`config.mk`:
```
export PLATFORM = sky130hd
export DESIGN_NAME = rpsl_top
export DESIGN_NICKNAME = d
export VERILOG_FILES = /design/src/logic/rpsl_pkg.sv /design/src/logic/rpsl_sync2.sv /design/src/logic/rpsl_degree.sv /design/src/logic/rpsl_top.sv
export VERILOG_INCLUDE_DIRS = /design/src /design/src/logic
export SDC_FILE = /design/constraint.sdc
export NUM_CORES = 1
export LEC_CHECK = 0
export BUFFER_PORTS_ARGS = -buffer_cell sky130_fd_sc_hd__buf_2
export CAP_MARGIN = 20
export CORE_MARGIN = 2
export CORE_UTILIZATION = 60
export CTS_BUF_LIST = sky130_fd_sc_hd__clkbuf_2 sky130_fd_sc_hd__clkbuf_4 sky130_fd_sc_hd__clkbuf_8
export CTS_CLUSTER_DIAMETER = 150
export DETAILED_ROUTE_END_ITERATION = 8
export GPL_ROUTABILITY_DRIVEN = 0
export GPL_TIMING_DRIVEN = 1
export PLACE_DENSITY = 0.79
export SYNTH_ARGS = -nofsm -noshare
export SYNTH_HDL_FRONTEND = slang
export SYNTH_SLANG_ARGS = --single-unit
```
`constraint.sdc`:
```
create_clock -name clk_in -period 18.8 [get_ports clk_in]
set_input_delay 3.76 -clock clk_in [delete_from_list [all_inputs] [get_ports clk_in]]
set_output_delay 3.76 -clock clk_in [all_outputs]
set_load 0.01 [all_outputs]
```
`src/logic/rpsl_regs.svh`:
```
// Purpose: constants of the rotary position scale and limit block
// Assumes: 100 MHz clk_in, word registers on a plain strobe port
// Notes:   all offsets are byte addresses
// How it works
// [RQ1] 80 teeth of 32768 counts make 2621440 counts per revolution.
// [RQ2] position is also shown in 0.01 degree units, 36000 per revolution.
// [RQ3] direction invert 0 counts cw up; 1 swaps both senses.
// [RQ4] inversion also reverses move directions and software limit sense.
// [RQ5] hardware limits ignore inversion: plus blocks cw, minus blocks ccw.
// [RQ6] zero set makes commanded position (actual plus error) the user home.
// [RQ7] home offset holds cw distance from motor home to user home.
// [RQ8] home offset resets to zero; software restores it after power-up.
// [RQ9] over-travel checks commanded position, never measured overshoot.
// [RQ10] forbidden area runs upward plus to minus; active if they differ.
// [RQ11] entering it latches over-travel, stops, allows only outward moves.
// [RQ12] over-travel closes both over-travel flag outputs.
// [RQ13] over-travel raises the soft over-travel alarm and servo lock.
// [RQ14] shortest absolute moves turn the other way to avoid the area.
// [RQ15] at power-up or servo off pick nearer limit; midway means plus.
// [RQ16] teaching loads measured position into a limit; direct write too.
// [RQ17] direction, zero set and limit writes need the password first.
// [RQ18] limits are held in count units only.
// [RQ19] position wraps from zero to one revolution minus one.
`ifndef RPSL_REGS_SVH
`define RPSL_REGS_SVH
`define RPSL_TOOTH_COUNTS  22'd32768
`define RPSL_TEETH         22'd80
`define RPSL_COUNTS_REV    (`RPSL_TOOTH_COUNTS * `RPSL_TEETH)
`define RPSL_HALF_REV      (`RPSL_COUNTS_REV >> 1)
`define RPSL_DEG_REV       16'd36000
`define RPSL_DEG_MUL       9'd225
`define RPSL_DEG_SHIFT     14
`define RPSL_ADDR_CTRL     6'h00
`define RPSL_ADDR_KEY      6'h04
`define RPSL_ADDR_CMD      6'h08
`define RPSL_ADDR_HOME     6'h0c
`define RPSL_ADDR_PLUS     6'h10
`define RPSL_ADDR_MINUS    6'h14
`define RPSL_ADDR_POS      6'h18
`define RPSL_ADDR_DEG      6'h1c
`define RPSL_ADDR_STAT     6'h20
`define RPSL_ADDR_IRQ      6'h24
`define RPSL_ADDR_MASK     6'h28
`define RPSL_ADDR_MOVE     6'h2c
`define RPSL_CMD_ZERO      0
`define RPSL_CMD_TEACH_P   1
`define RPSL_CMD_TEACH_M   2
`define RPSL_IRQ_OT        0
`define RPSL_IRQ_REJECT    1
`define RPSL_IRQ_ZERO      2
`define RPSL_ALARM_SOFT_OT 8'hf2
`define RPSL_KEY_VALUE     32'h5a5a_c3c3
`endif

```
`src/logic/rpsl_pkg.sv`:
```
// Purpose: types of the rotary position scale and limit block
// Assumes: constants live in rpsl_regs.svh
// Notes:   over-travel codes are gray along clear, plus, minus
package rpsl_pkg;
  typedef enum logic [1:0] {
    OT_CLEAR = 2'b00,
    OT_PLUS  = 2'b01,
    OT_MINUS = 2'b11
  } rpsl_ot_e;
  typedef enum logic [1:0] {
    MV_SHORT = 2'b00,
    MV_PLUS  = 2'b01,
    MV_MINUS = 2'b10
  } rpsl_move_e;
  typedef logic [21:0] rpsl_count_t;
endpackage : rpsl_pkg

```
`src/logic/rpsl_sync2.sv`:
```
// Purpose: two-flop synchroniser for pin inputs
// Assumes: each bit is sampled independently
// Notes:   first stage is read only by the second
`timescale 1ns/1ps
module rpsl_sync2 #(
  parameter int W = 1
) (
  input  wire logic         clk_in,
  input  wire logic         rst_b_in,
  input  wire logic [W-1:0] d_in,
  output logic      [W-1:0] q_out
);
  logic [W-1:0] meta_reg;
  always_ff @(posedge clk_in)
  begin
    if (!rst_b_in)
    begin
      meta_reg <= '0;
      q_out    <= '0;
    end
    else
    begin
      meta_reg <= d_in;
      q_out    <= meta_reg;
    end
  end
endmodule : rpsl_sync2

```
`src/logic/rpsl_degree.sv`:
```
// Purpose: count to 0.01 degree conversion, registered
// Assumes: count below one revolution
// Notes:   36000 / 2621440 reduces to 225 / 16384
`timescale 1ns/1ps
`include "rpsl_regs.svh"
module rpsl_degree (
  input  wire logic        clk_in,
  input  wire logic        rst_b_in,
  input  wire logic [21:0] count_in,
  output logic      [15:0] degree_out
);
  logic [30:0] prod;
  logic [15:0] degree_next;
  always_comb
  begin
    prod        = {9'h000, count_in} * {22'h000000, `RPSL_DEG_MUL};
    degree_next = prod[`RPSL_DEG_SHIFT +: 16]; // see [RQ2]
  end
  always_ff @(posedge clk_in)
  begin
    if (!rst_b_in)
      degree_out <= 16'h0000;
    else
      degree_out <= degree_next;
  end
endmodule : rpsl_degree

```
`src/logic/rpsl_top.sv`:
```
// Purpose: position scale, home offset and software over-travel logic
// Assumes: sensor gives raw cw count from motor home; error is signed
// Notes:   registers on a plain strobe port, read data one cycle later
//
// Our own choices: strobed register access and the address map.
`timescale 1ns/1ps
`include "rpsl_regs.svh"
module rpsl_top (
  input  wire logic        clk_in,
  input  wire logic        rst_b_in,
  input  wire logic [21:0] sensor_pos_in,
  input  wire logic [23:0] pos_error_in,
  input  wire logic        servo_on_in,
  input  wire logic        plus_hw_limit_in,
  input  wire logic        minus_hw_limit_in,
  input  wire logic [5:0]  addr_in,
  input  wire logic [31:0] wr_data_in,
  input  wire logic        wr_en_in,
  input  wire logic        rd_en_in,
  output logic      [31:0] rd_data_out,
  output rpsl_pkg::rpsl_count_t position_out,
  output logic      [15:0] degree_out,
  output logic      [7:0]  alarm_code_out,
  output logic             servo_lock_out,
  output logic             stop_out,
  output logic             plus_overtravel_flag_out,
  output logic             minus_overtravel_flag_out,
  output logic             cw_block_out,
  output logic             ccw_block_out,
  output logic             move_start_out,
  output logic             move_up_out,
  output logic      [21:0] move_target_out,
  output logic             irq_out
);
  import rpsl_pkg::*;

  function automatic logic [21:0] sub_m(input logic [21:0] a,
                                        input logic [21:0] b);
    logic [22:0] t;
    t = {1'b0, a} - {1'b0, b};
    if (t[22])
      t = t + {1'b0, `RPSL_COUNTS_REV};
    return t[21:0];
  endfunction : sub_m

  function automatic logic [21:0] add_m(input logic [21:0] a,
                                        input logic [21:0] b);
    logic [22:0] t;
    t = {1'b0, a} + {1'b0, b};
    if (t >= {1'b0, `RPSL_COUNTS_REV})                        // see [RQ1]
      t = t - {1'b0, `RPSL_COUNTS_REV};
    return t[21:0];
  endfunction : add_m

  logic [21:0] sens_s;
  logic [1:0]  hw_s;
  logic [21:0] cw_act, count_act, err_mod, cmd_pos, raw_cmd;
  logic [21:0] area_len, area_d, delta, dist_up, dist_dn;
  logic [23:0] err_abs;
  logic        area_on, in_area, near_plus, moving_up, moving_dn;
  logic        wr_key, wr_prot, prot_ok, zero_go, reject_ev;
  logic        mv_ok, mv_up_pick, cross_up, cross_dn;

  logic        dir_inv_reg, dir_inv_next;
  logic        key_ok_reg, key_ok_next;
  logic [21:0] home_offset_reg, home_offset_next;
  logic [21:0] plus_lim_reg, plus_lim_next;
  logic [21:0] minus_lim_reg, minus_lim_next;
  logic [21:0] cmd_prev_reg;
  logic        init_reg;
  rpsl_ot_e    ot_reg, ot_next;
  logic [2:0]  irq_stat_reg, irq_stat_next;
  logic [2:0]  irq_mask_reg, irq_mask_next;
  logic [31:0] rd_next;
  logic        mv_start_next, mv_up_next;
  logic [21:0] mv_target_next;

  rpsl_sync2 #(.W(22)) u_sens (
    .clk_in   (clk_in),
    .rst_b_in (rst_b_in),
    .d_in     (sensor_pos_in),
    .q_out    (sens_s)
  );
  rpsl_sync2 #(.W(2)) u_hw (
    .clk_in   (clk_in),
    .rst_b_in (rst_b_in),
    .d_in     ({plus_hw_limit_in, minus_hw_limit_in}),
    .q_out    (hw_s)
  );
  rpsl_degree u_deg (
    .clk_in     (clk_in),
    .rst_b_in   (rst_b_in),
    .count_in   (position_out),
    .degree_out (degree_out)
  );

  // position scale and commanded position
  always_comb
  begin
    cw_act    = sub_m(sens_s, home_offset_reg);                // see [RQ7]
    count_act = dir_inv_reg ? sub_m(22'h000000, cw_act)
                            : cw_act;                   // see [RQ3] [RQ19]
    err_abs   = pos_error_in[23] ? (~pos_error_in + 24'h000001)
                                 : pos_error_in;
    err_mod   = pos_error_in[23] ? sub_m(22'h000000, err_abs[21:0])
                                 : err_abs[21:0];
    cmd_pos   = add_m(count_act, err_mod);                     // see [RQ6]
    raw_cmd   = add_m(sens_s, dir_inv_reg ? sub_m(22'h000000, err_mod)
                                          : err_mod);          // see [RQ7]
    area_len  = sub_m(minus_lim_reg, plus_lim_reg);
    area_on   = (area_len != 22'h000000);                     // see [RQ10]
    area_d    = sub_m(cmd_pos, plus_lim_reg);                  // see [RQ9]
    in_area   = area_on && (area_d != 22'h000000) && (area_d < area_len);
    near_plus = ({area_d, 1'b0} <= {1'b0, area_len});         // see [RQ15]
    delta     = sub_m(cmd_pos, cmd_prev_reg);
    moving_up = (delta != 22'h000000) && (delta < `RPSL_HALF_REV);
    moving_dn = (delta != 22'h000000) && !moving_up;
  end

  // over-travel state
  always_comb
  begin
    ot_next = ot_reg;
    unique case (ot_reg)
      OT_CLEAR:
        if (in_area)
        begin
          if (init_reg || !servo_on_in)
            ot_next = near_plus ? OT_PLUS : OT_MINUS;          // see [RQ15]
          else
            ot_next = moving_up ? OT_PLUS : OT_MINUS;         // see [RQ11]
        end
      OT_PLUS, OT_MINUS:
        if (!in_area)
          ot_next = OT_CLEAR;
        else if (!servo_on_in)
          ot_next = near_plus ? OT_PLUS : OT_MINUS;            // see [RQ15]
      default:
        ot_next = OT_CLEAR;
    endcase
  end

  // register writes, password and move planning
  always_comb
  begin
    dir_inv_next     = dir_inv_reg;
    home_offset_next = home_offset_reg;
    plus_lim_next    = plus_lim_reg;
    minus_lim_next   = minus_lim_reg;
    irq_mask_next    = irq_mask_reg;
    key_ok_next      = key_ok_reg;
    zero_go          = 1'b0;
    reject_ev        = 1'b0;
    wr_key  = wr_en_in && (addr_in == `RPSL_ADDR_KEY);
    wr_prot = wr_en_in && ((addr_in == `RPSL_ADDR_CTRL) ||
              (addr_in == `RPSL_ADDR_CMD) || (addr_in == `RPSL_ADDR_HOME) ||
              (addr_in == `RPSL_ADDR_PLUS) || (addr_in == `RPSL_ADDR_MINUS));
    prot_ok = wr_prot && key_ok_reg;                           // see [RQ17]
    if (wr_key)
      key_ok_next = (wr_data_in == `RPSL_KEY_VALUE);
    else if (wr_prot)
    begin
      key_ok_next = 1'b0;
      reject_ev   = !key_ok_reg;                               // see [RQ17]
    end
    if (prot_ok)
    begin
      unique case (addr_in)
        `RPSL_ADDR_CTRL:
          dir_inv_next = wr_data_in[0];                        // see [RQ3]
        `RPSL_ADDR_CMD:
        begin
          zero_go = wr_data_in[`RPSL_CMD_ZERO];
          if (wr_data_in[`RPSL_CMD_ZERO])
            home_offset_next = raw_cmd;                   // see [RQ6] [RQ7]
          if (wr_data_in[`RPSL_CMD_TEACH_P])
            plus_lim_next = count_act;                        // see [RQ16]
          if (wr_data_in[`RPSL_CMD_TEACH_M])
            minus_lim_next = count_act;                       // see [RQ16]
        end
        `RPSL_ADDR_HOME:
          home_offset_next = wr_data_in[21:0];                 // see [RQ8]
        `RPSL_ADDR_PLUS:
          plus_lim_next = wr_data_in[21:0];                   // see [RQ18]
        default:
          minus_lim_next = wr_data_in[21:0];                  // see [RQ18]
      endcase
    end
    if (wr_en_in && (addr_in == `RPSL_ADDR_MASK))
      irq_mask_next = wr_data_in[2:0];
    dist_up  = sub_m(wr_data_in[21:0], cmd_pos);
    dist_dn  = sub_m(cmd_pos, wr_data_in[21:0]);
    cross_up = area_on && (sub_m(plus_lim_reg, cmd_pos) < dist_up);
    cross_dn = area_on && (sub_m(cmd_pos, minus_lim_reg) < dist_dn);
    unique case (rpsl_move_e'(wr_data_in[25:24]))
      MV_PLUS:  mv_up_pick = 1'b1;
      MV_MINUS: mv_up_pick = 1'b0;
      default:
      begin
        mv_up_pick = dist_up <= `RPSL_HALF_REV;
        if (mv_up_pick && cross_up)
          mv_up_pick = 1'b0;                                  // see [RQ14]
        else if (!mv_up_pick && cross_dn)
          mv_up_pick = 1'b1;                                  // see [RQ14]
      end
    endcase
    mv_ok = wr_en_in && (addr_in == `RPSL_ADDR_MOVE) &&
            (wr_data_in[21:0] < `RPSL_COUNTS_REV) &&
            (wr_data_in[25:24] != 2'b11) &&
            !((ot_reg == OT_PLUS) && mv_up_pick) &&
            !((ot_reg == OT_MINUS) && !mv_up_pick);           // see [RQ11]
    if (wr_en_in && (addr_in == `RPSL_ADDR_MOVE) && !mv_ok)
      reject_ev = 1'b1;
    mv_start_next  = mv_ok;
    mv_up_next     = mv_ok ? mv_up_pick : move_up_out;
    mv_target_next = mv_ok ? wr_data_in[21:0] : move_target_out;
    irq_stat_next  = irq_stat_reg;
    if (wr_en_in && (addr_in == `RPSL_ADDR_IRQ))
      irq_stat_next = irq_stat_reg & ~wr_data_in[2:0];
    irq_stat_next = irq_stat_next | {zero_go, reject_ev,
                    (ot_reg == OT_CLEAR) && (ot_next != OT_CLEAR)};
  end

  // read mux
  always_comb
  begin
    rd_next = 32'h00000000;
    if (rd_en_in)
    begin
      unique case (addr_in)
        `RPSL_ADDR_CTRL:  rd_next[0]    = dir_inv_reg;
        `RPSL_ADDR_HOME:  rd_next[21:0] = home_offset_reg;
        `RPSL_ADDR_PLUS:  rd_next[21:0] = plus_lim_reg;
        `RPSL_ADDR_MINUS: rd_next[21:0] = minus_lim_reg;
        `RPSL_ADDR_POS:   rd_next[21:0] = position_out;
        `RPSL_ADDR_DEG:   rd_next[15:0] = degree_out;
        `RPSL_ADDR_STAT:
          rd_next = {16'h0000, alarm_code_out, 3'b000, key_ok_reg,
                     area_on, ot_reg == OT_MINUS, ot_reg == OT_PLUS,
                     ot_reg != OT_CLEAR};                     // see [RQ13]
        `RPSL_ADDR_IRQ:   rd_next[2:0]  = irq_stat_reg;
        `RPSL_ADDR_MASK:  rd_next[2:0]  = irq_mask_reg;
        default:          rd_next       = 32'h00000000;
      endcase
    end
  end

  always_ff @(posedge clk_in)
  begin
    if (!rst_b_in)
    begin
      dir_inv_reg      <= 1'b0;
      key_ok_reg       <= 1'b0;
      home_offset_reg  <= 22'h000000;
      plus_lim_reg     <= 22'h000000;
      minus_lim_reg    <= 22'h000000;
      cmd_prev_reg     <= 22'h000000;
      init_reg         <= 1'b1;
      ot_reg           <= OT_CLEAR;
      irq_stat_reg     <= 3'h0;
      irq_mask_reg     <= 3'h0;
      rd_data_out      <= 32'h00000000;
      position_out     <= 22'h000000;
      alarm_code_out   <= 8'h00;
      servo_lock_out   <= 1'b0;
      stop_out         <= 1'b0;
      plus_overtravel_flag_out  <= 1'b0;
      minus_overtravel_flag_out <= 1'b0;
      cw_block_out     <= 1'b0;
      ccw_block_out    <= 1'b0;
      move_start_out   <= 1'b0;
      move_up_out      <= 1'b0;
      move_target_out  <= 22'h000000;
      irq_out          <= 1'b0;
    end
    else
    begin
      dir_inv_reg      <= dir_inv_next;
      key_ok_reg       <= key_ok_next;
      home_offset_reg  <= home_offset_next;
      plus_lim_reg     <= plus_lim_next;
      minus_lim_reg    <= minus_lim_next;
      cmd_prev_reg     <= cmd_pos;
      init_reg         <= 1'b0;
      ot_reg           <= ot_next;
      irq_stat_reg     <= irq_stat_next;
      irq_mask_reg     <= irq_mask_next;
      rd_data_out      <= rd_next;
      position_out     <= count_act;                          // see [RQ19]
      alarm_code_out   <= (ot_next != OT_CLEAR) ? `RPSL_ALARM_SOFT_OT
                                                : 8'h00;      // see [RQ13]
      servo_lock_out   <= ot_next != OT_CLEAR;                // see [RQ13]
      stop_out         <= ((ot_next == OT_PLUS) && moving_up) ||
                          ((ot_next == OT_MINUS) && moving_dn); // see [RQ11]
      plus_overtravel_flag_out  <= ot_next != OT_CLEAR;       // see [RQ12]
      minus_overtravel_flag_out <= ot_next != OT_CLEAR;       // see [RQ12]
      cw_block_out     <= hw_s[1] || (dir_inv_reg ? ot_next == OT_MINUS
                                      : ot_next == OT_PLUS); // see [RQ4] [RQ5]
      ccw_block_out    <= hw_s[0] || (dir_inv_reg ? ot_next == OT_PLUS
                                      : ot_next == OT_MINUS); // see [RQ5]
      move_start_out   <= mv_start_next;
      move_up_out      <= mv_up_next;
      move_target_out  <= mv_target_next;
      irq_out          <= |(irq_stat_next & irq_mask_next);
    end
  end

  AST_WRAP: assert property (@(posedge clk_in) disable iff (!rst_b_in)
    position_out < `RPSL_COUNTS_REV) // see [RQ19]
    else $error("position out of revolution range");
  AST_DEGREE: assert property (@(posedge clk_in) disable iff (!rst_b_in)
    degree_out < `RPSL_DEG_REV) // see [RQ2]
    else $error("degree out of range");
  AST_ALARM: assert property (@(posedge clk_in) disable iff (!rst_b_in)
    ot_reg != OT_CLEAR |-> alarm_code_out == `RPSL_ALARM_SOFT_OT &&
    servo_lock_out) // see [RQ13]
    else $error("over-travel without its alarm code");
  AST_FLAGS: assert property (@(posedge clk_in) disable iff (!rst_b_in)
    (ot_reg != OT_CLEAR) == (plus_overtravel_flag_out &&
    minus_overtravel_flag_out)) // see [RQ12]
    else $error("over-travel flags disagree with state");
  AST_KEY: assert property (@(posedge clk_in) disable iff (!rst_b_in)
    wr_en_in && addr_in == `RPSL_ADDR_PLUS && !key_ok_reg
    |=> $stable(plus_lim_reg) && irq_stat_reg[`RPSL_IRQ_REJECT]) // see [RQ17]
    else $error("limit changed without password");
  AST_ZERO: assert property (@(posedge clk_in) disable iff (!rst_b_in)
    zero_go |=> home_offset_reg == $past(raw_cmd) ##1
    position_out == 22'h000000 || pos_error_in != 24'h000000) // see [RQ6]
    else $error("zero set did not load commanded home");
  AST_CMD_ONLY: assert property (@(posedge clk_in) disable iff (!rst_b_in)
    ot_reg == OT_CLEAR && !in_area |=> ot_reg == OT_CLEAR) // see [RQ9]
    else $error("over-travel raised outside commanded area");
  AST_AREA_OFF: assert property (@(posedge clk_in) disable iff (!rst_b_in)
    !area_on |=> ot_reg == OT_CLEAR) // see [RQ10]
    else $error("over-travel with equal limits");
  AST_MIDWAY: assert property (@(posedge clk_in) disable iff (!rst_b_in)
    in_area && !servo_on_in &&
    {area_d, 1'b0} == {1'b0, area_len} |=> ot_reg == OT_PLUS) // see [RQ15]
    else $error("midway entry not taken as plus side");
  AST_HW_CW: assert property (@(posedge clk_in) disable iff (!rst_b_in)
    hw_s[1] |=> cw_block_out) // see [RQ5]
    else $error("plus hardware limit did not block cw");
  AST_OUTWARD: assert property (@(posedge clk_in) disable iff (!rst_b_in)
    move_start_out |-> !($past(ot_reg) == OT_PLUS && move_up_out)) // see [RQ11]
    else $error("move into area accepted");
endmodule : rpsl_top

```
==> flow_metrics.tcl <==
set metrics [dict create \
    wl_met3_mm 7.87 \
    grt_max_degree 95 \
    portBuffers 185 \
    setup-tns-final_ps 0 \
    tightest_slew_ps 1140 \
    post_cts_buffers 0 \
    ys_warn_count 0 \
    wl_met1_mm 34.2 \
    wl_met2_mm 38.3 \
    dp_hpwl_mm 69.3 \
    clk_latency_ps 650 \
    rsz0062_at_grt "no" \
    max_cap_violations 0 \
    syn_avg_cell_area_um2 7.60 \
    synth-async-reset-ratio 0 \
    crit_slowest_cell "or4_1" \
    place_area_mm2 0.0286 \
    fin_skew_ps 72.9 \
    synth_most_common_cell "ha_1" \
    initial_core_util 0.606 \
    root_buffer "clkbuf_8" \
    postSynthCellCount 3606 \
    synth-edff-count 0 \
    final_max_slew_viol_count 0 \
    critPathLaunchType "primary input" \
    setup_viol 0 \
    relSlewSlack 0.243 \
    max_stage_delay_ps 630 \
    first_pass_iters 6 \
    die_x_um 218 \
    power.density_mw_per_mm2 168 \
    hp-class "reg -> reg" \
    vias 27202 \
    critPathArrivalTime_ps 15100 \
    pre_cts_ws_ps 3810 \
    drive_above_1_share 0.0960 \
    io_pins 200 \
    tritoncts "done" \
    die_h_um 218 \
    grt_pass1_wl_mm 132 \
    wire_per_inst_um 19.7 \
    numClockSinks 236 \
    antenna_left 0 \
    dp_cells 4272 \
    nFillCells 3991 \
    hold_slack_ps 426 \
    cts_made_buffers 44 \
    clock_path_buffers 3 \
    ctsResizeCount 0 \
    yosysUniqueCellTypes 98 \
    yosysTopAreaCellShare 0.180 \
    rows 78 \
    end_kind "flip-flop" \
    finalCriticalPeriod_ps 14620 \
    max_freq_mhz 68.4 \
    area_growth_pct 8.18 \
    leakage_nw 13.3 \
    stdcell_count 4353 \
    status "completed" \
    grt_pass1_vias 24977 \
    crit_required_ps 19280 \
    grt-ovfl-total 0 \
    final_nets 4249 \
    viasPerCell 6.25 \
    synth_common_cells "395 x ha_1, 350 x inv_1, 327 x nor2_1" \
    antenna_found_initial 3 \
    grtUsageTotal 0.354 \
    synth_top_area_cell "ha_1" \
    crit_fanout 40 \
    synthTopCellsByArea "ha_1 18%, dfxtp_1 17%, xnor2_1 5.4%" \
    ys_seq_area_frac 0.172 \
    drc 0 \
    core_area_mm2 0.0452 \
    top_layer_used "met5" \
    drt_iter0_drc 2581 \
    ys_ff_latch 236 \
    design_area_mm2 0.0296 \
    clk_pin_slew_ps 60 \
    synth_area_mm2 0.0274 \
    period_share 0.778 \
    synth_ff_type "dfxtp_1" \
    cts.htree.levels 2 \
    holdBufCountCts 0 \
    wl_mm 85.9 \
    critPathKind "in -> reg" \
    fp.dieArea_mm2 0.0474 \
    ir_drop_v 0.000224 \
    hold_viol_final 0 \
    setup_ws_ps 4180 \
]
worst paths after layout:
kind                              startpoint                              end  slack [ps]  cells past startpoint
hold / removal      u_hw.q_out[0]$_SDFF_PN0_         ccw_block_out$_SDFF_PN0_         430                      2
hold reg to reg     u_hw.q_out[0]$_SDFF_PN0_         ccw_block_out$_SDFF_PN0_         430                      2
setup reg to reg  u_sens.q_out[1]$_SDFF_PN0_  move_target_out[0]$_SDFFE_PN0P_        6750                     39
setup / recovery            pos_error_in[23]  move_target_out[0]$_SDFFE_PN0P_        4180                     42
final cells by class:
cell class | count | area, um2 | share of cell area
diodes | 2 | 5.00 | 0.000169
clock buffers | 64 | 843 | 0.0285
clock inverters | 14 | 133 | 0.00448
inverters | 352 | 1320 | 0.0447
multi-input cells | 2878 | 20700 | 0.700
flip-flops and latches | 236 | 4720 | 0.159
well taps | 600 | 751 | 0.0253
repair buffers | 207 | 1100 | 0.0372
kinds of logic after synthesis:
family,Yosys count,synth area share
and+or+nand+nor,1137,0.208
DFF,236,0.172
adders and majority gates,440,0.213
buffers and inverters,504,0.0730
AOI/OAI and AO/OA,1006,0.240
xor gates and xnor gates,251,0.0811
other,1,0.000137
muxes,31,0.0119
cell usage in the layout (no fill, tap or decap), types with 45 or more instances in the layout:
master	count
a211oi_1	59
a21o_1	101
a21oi_1	256
and2_1	81
buf_2	185
clkbuf_8	58
dfxtp_1	236
ha_1	395
inv_1	350
nand2_1	221
nand2b_1	47
nand3_1	69
nand4_1	45
nor2_1	326
nor2b_1	46
nor3_1	91
o21ai_0	188
or3_1	46
xnor2_1	170
xor2_1	79
metal layers:
layer  vias up  GRT usage
met5         -          0
met3       280     0.0591
met2      1181      0.576
li1      13060          -
met4         2      0.205
met1     12679      0.443
per-stage QoR:
step | utilization | total power [mW]
after floorplan | - | 3.54
after global placement | 0.634 | 4.27
after detailed placement | 0.634 | 4.35
after CTS | 0.655 | 4.93
after global routing | 0.656 | 5.48
final | 0.656 | 4.98
power by group:
part / internal, mW / switching (mW)
Clock: 0.316 / 0.244
Sequential: 0.539 / 0.0405
Combinational: 1.62 / 2.23
worst max-delay path, delay by kind of cell:
kind            cells  cell delay [ps]
compound gates     14             3190
simple gates       10             2910
buf+inv             7             1820
fa+ha+maj           5             1660
xor+xnor            5             1190
mux                 1              500
Power figures use the tool's default switching activity.
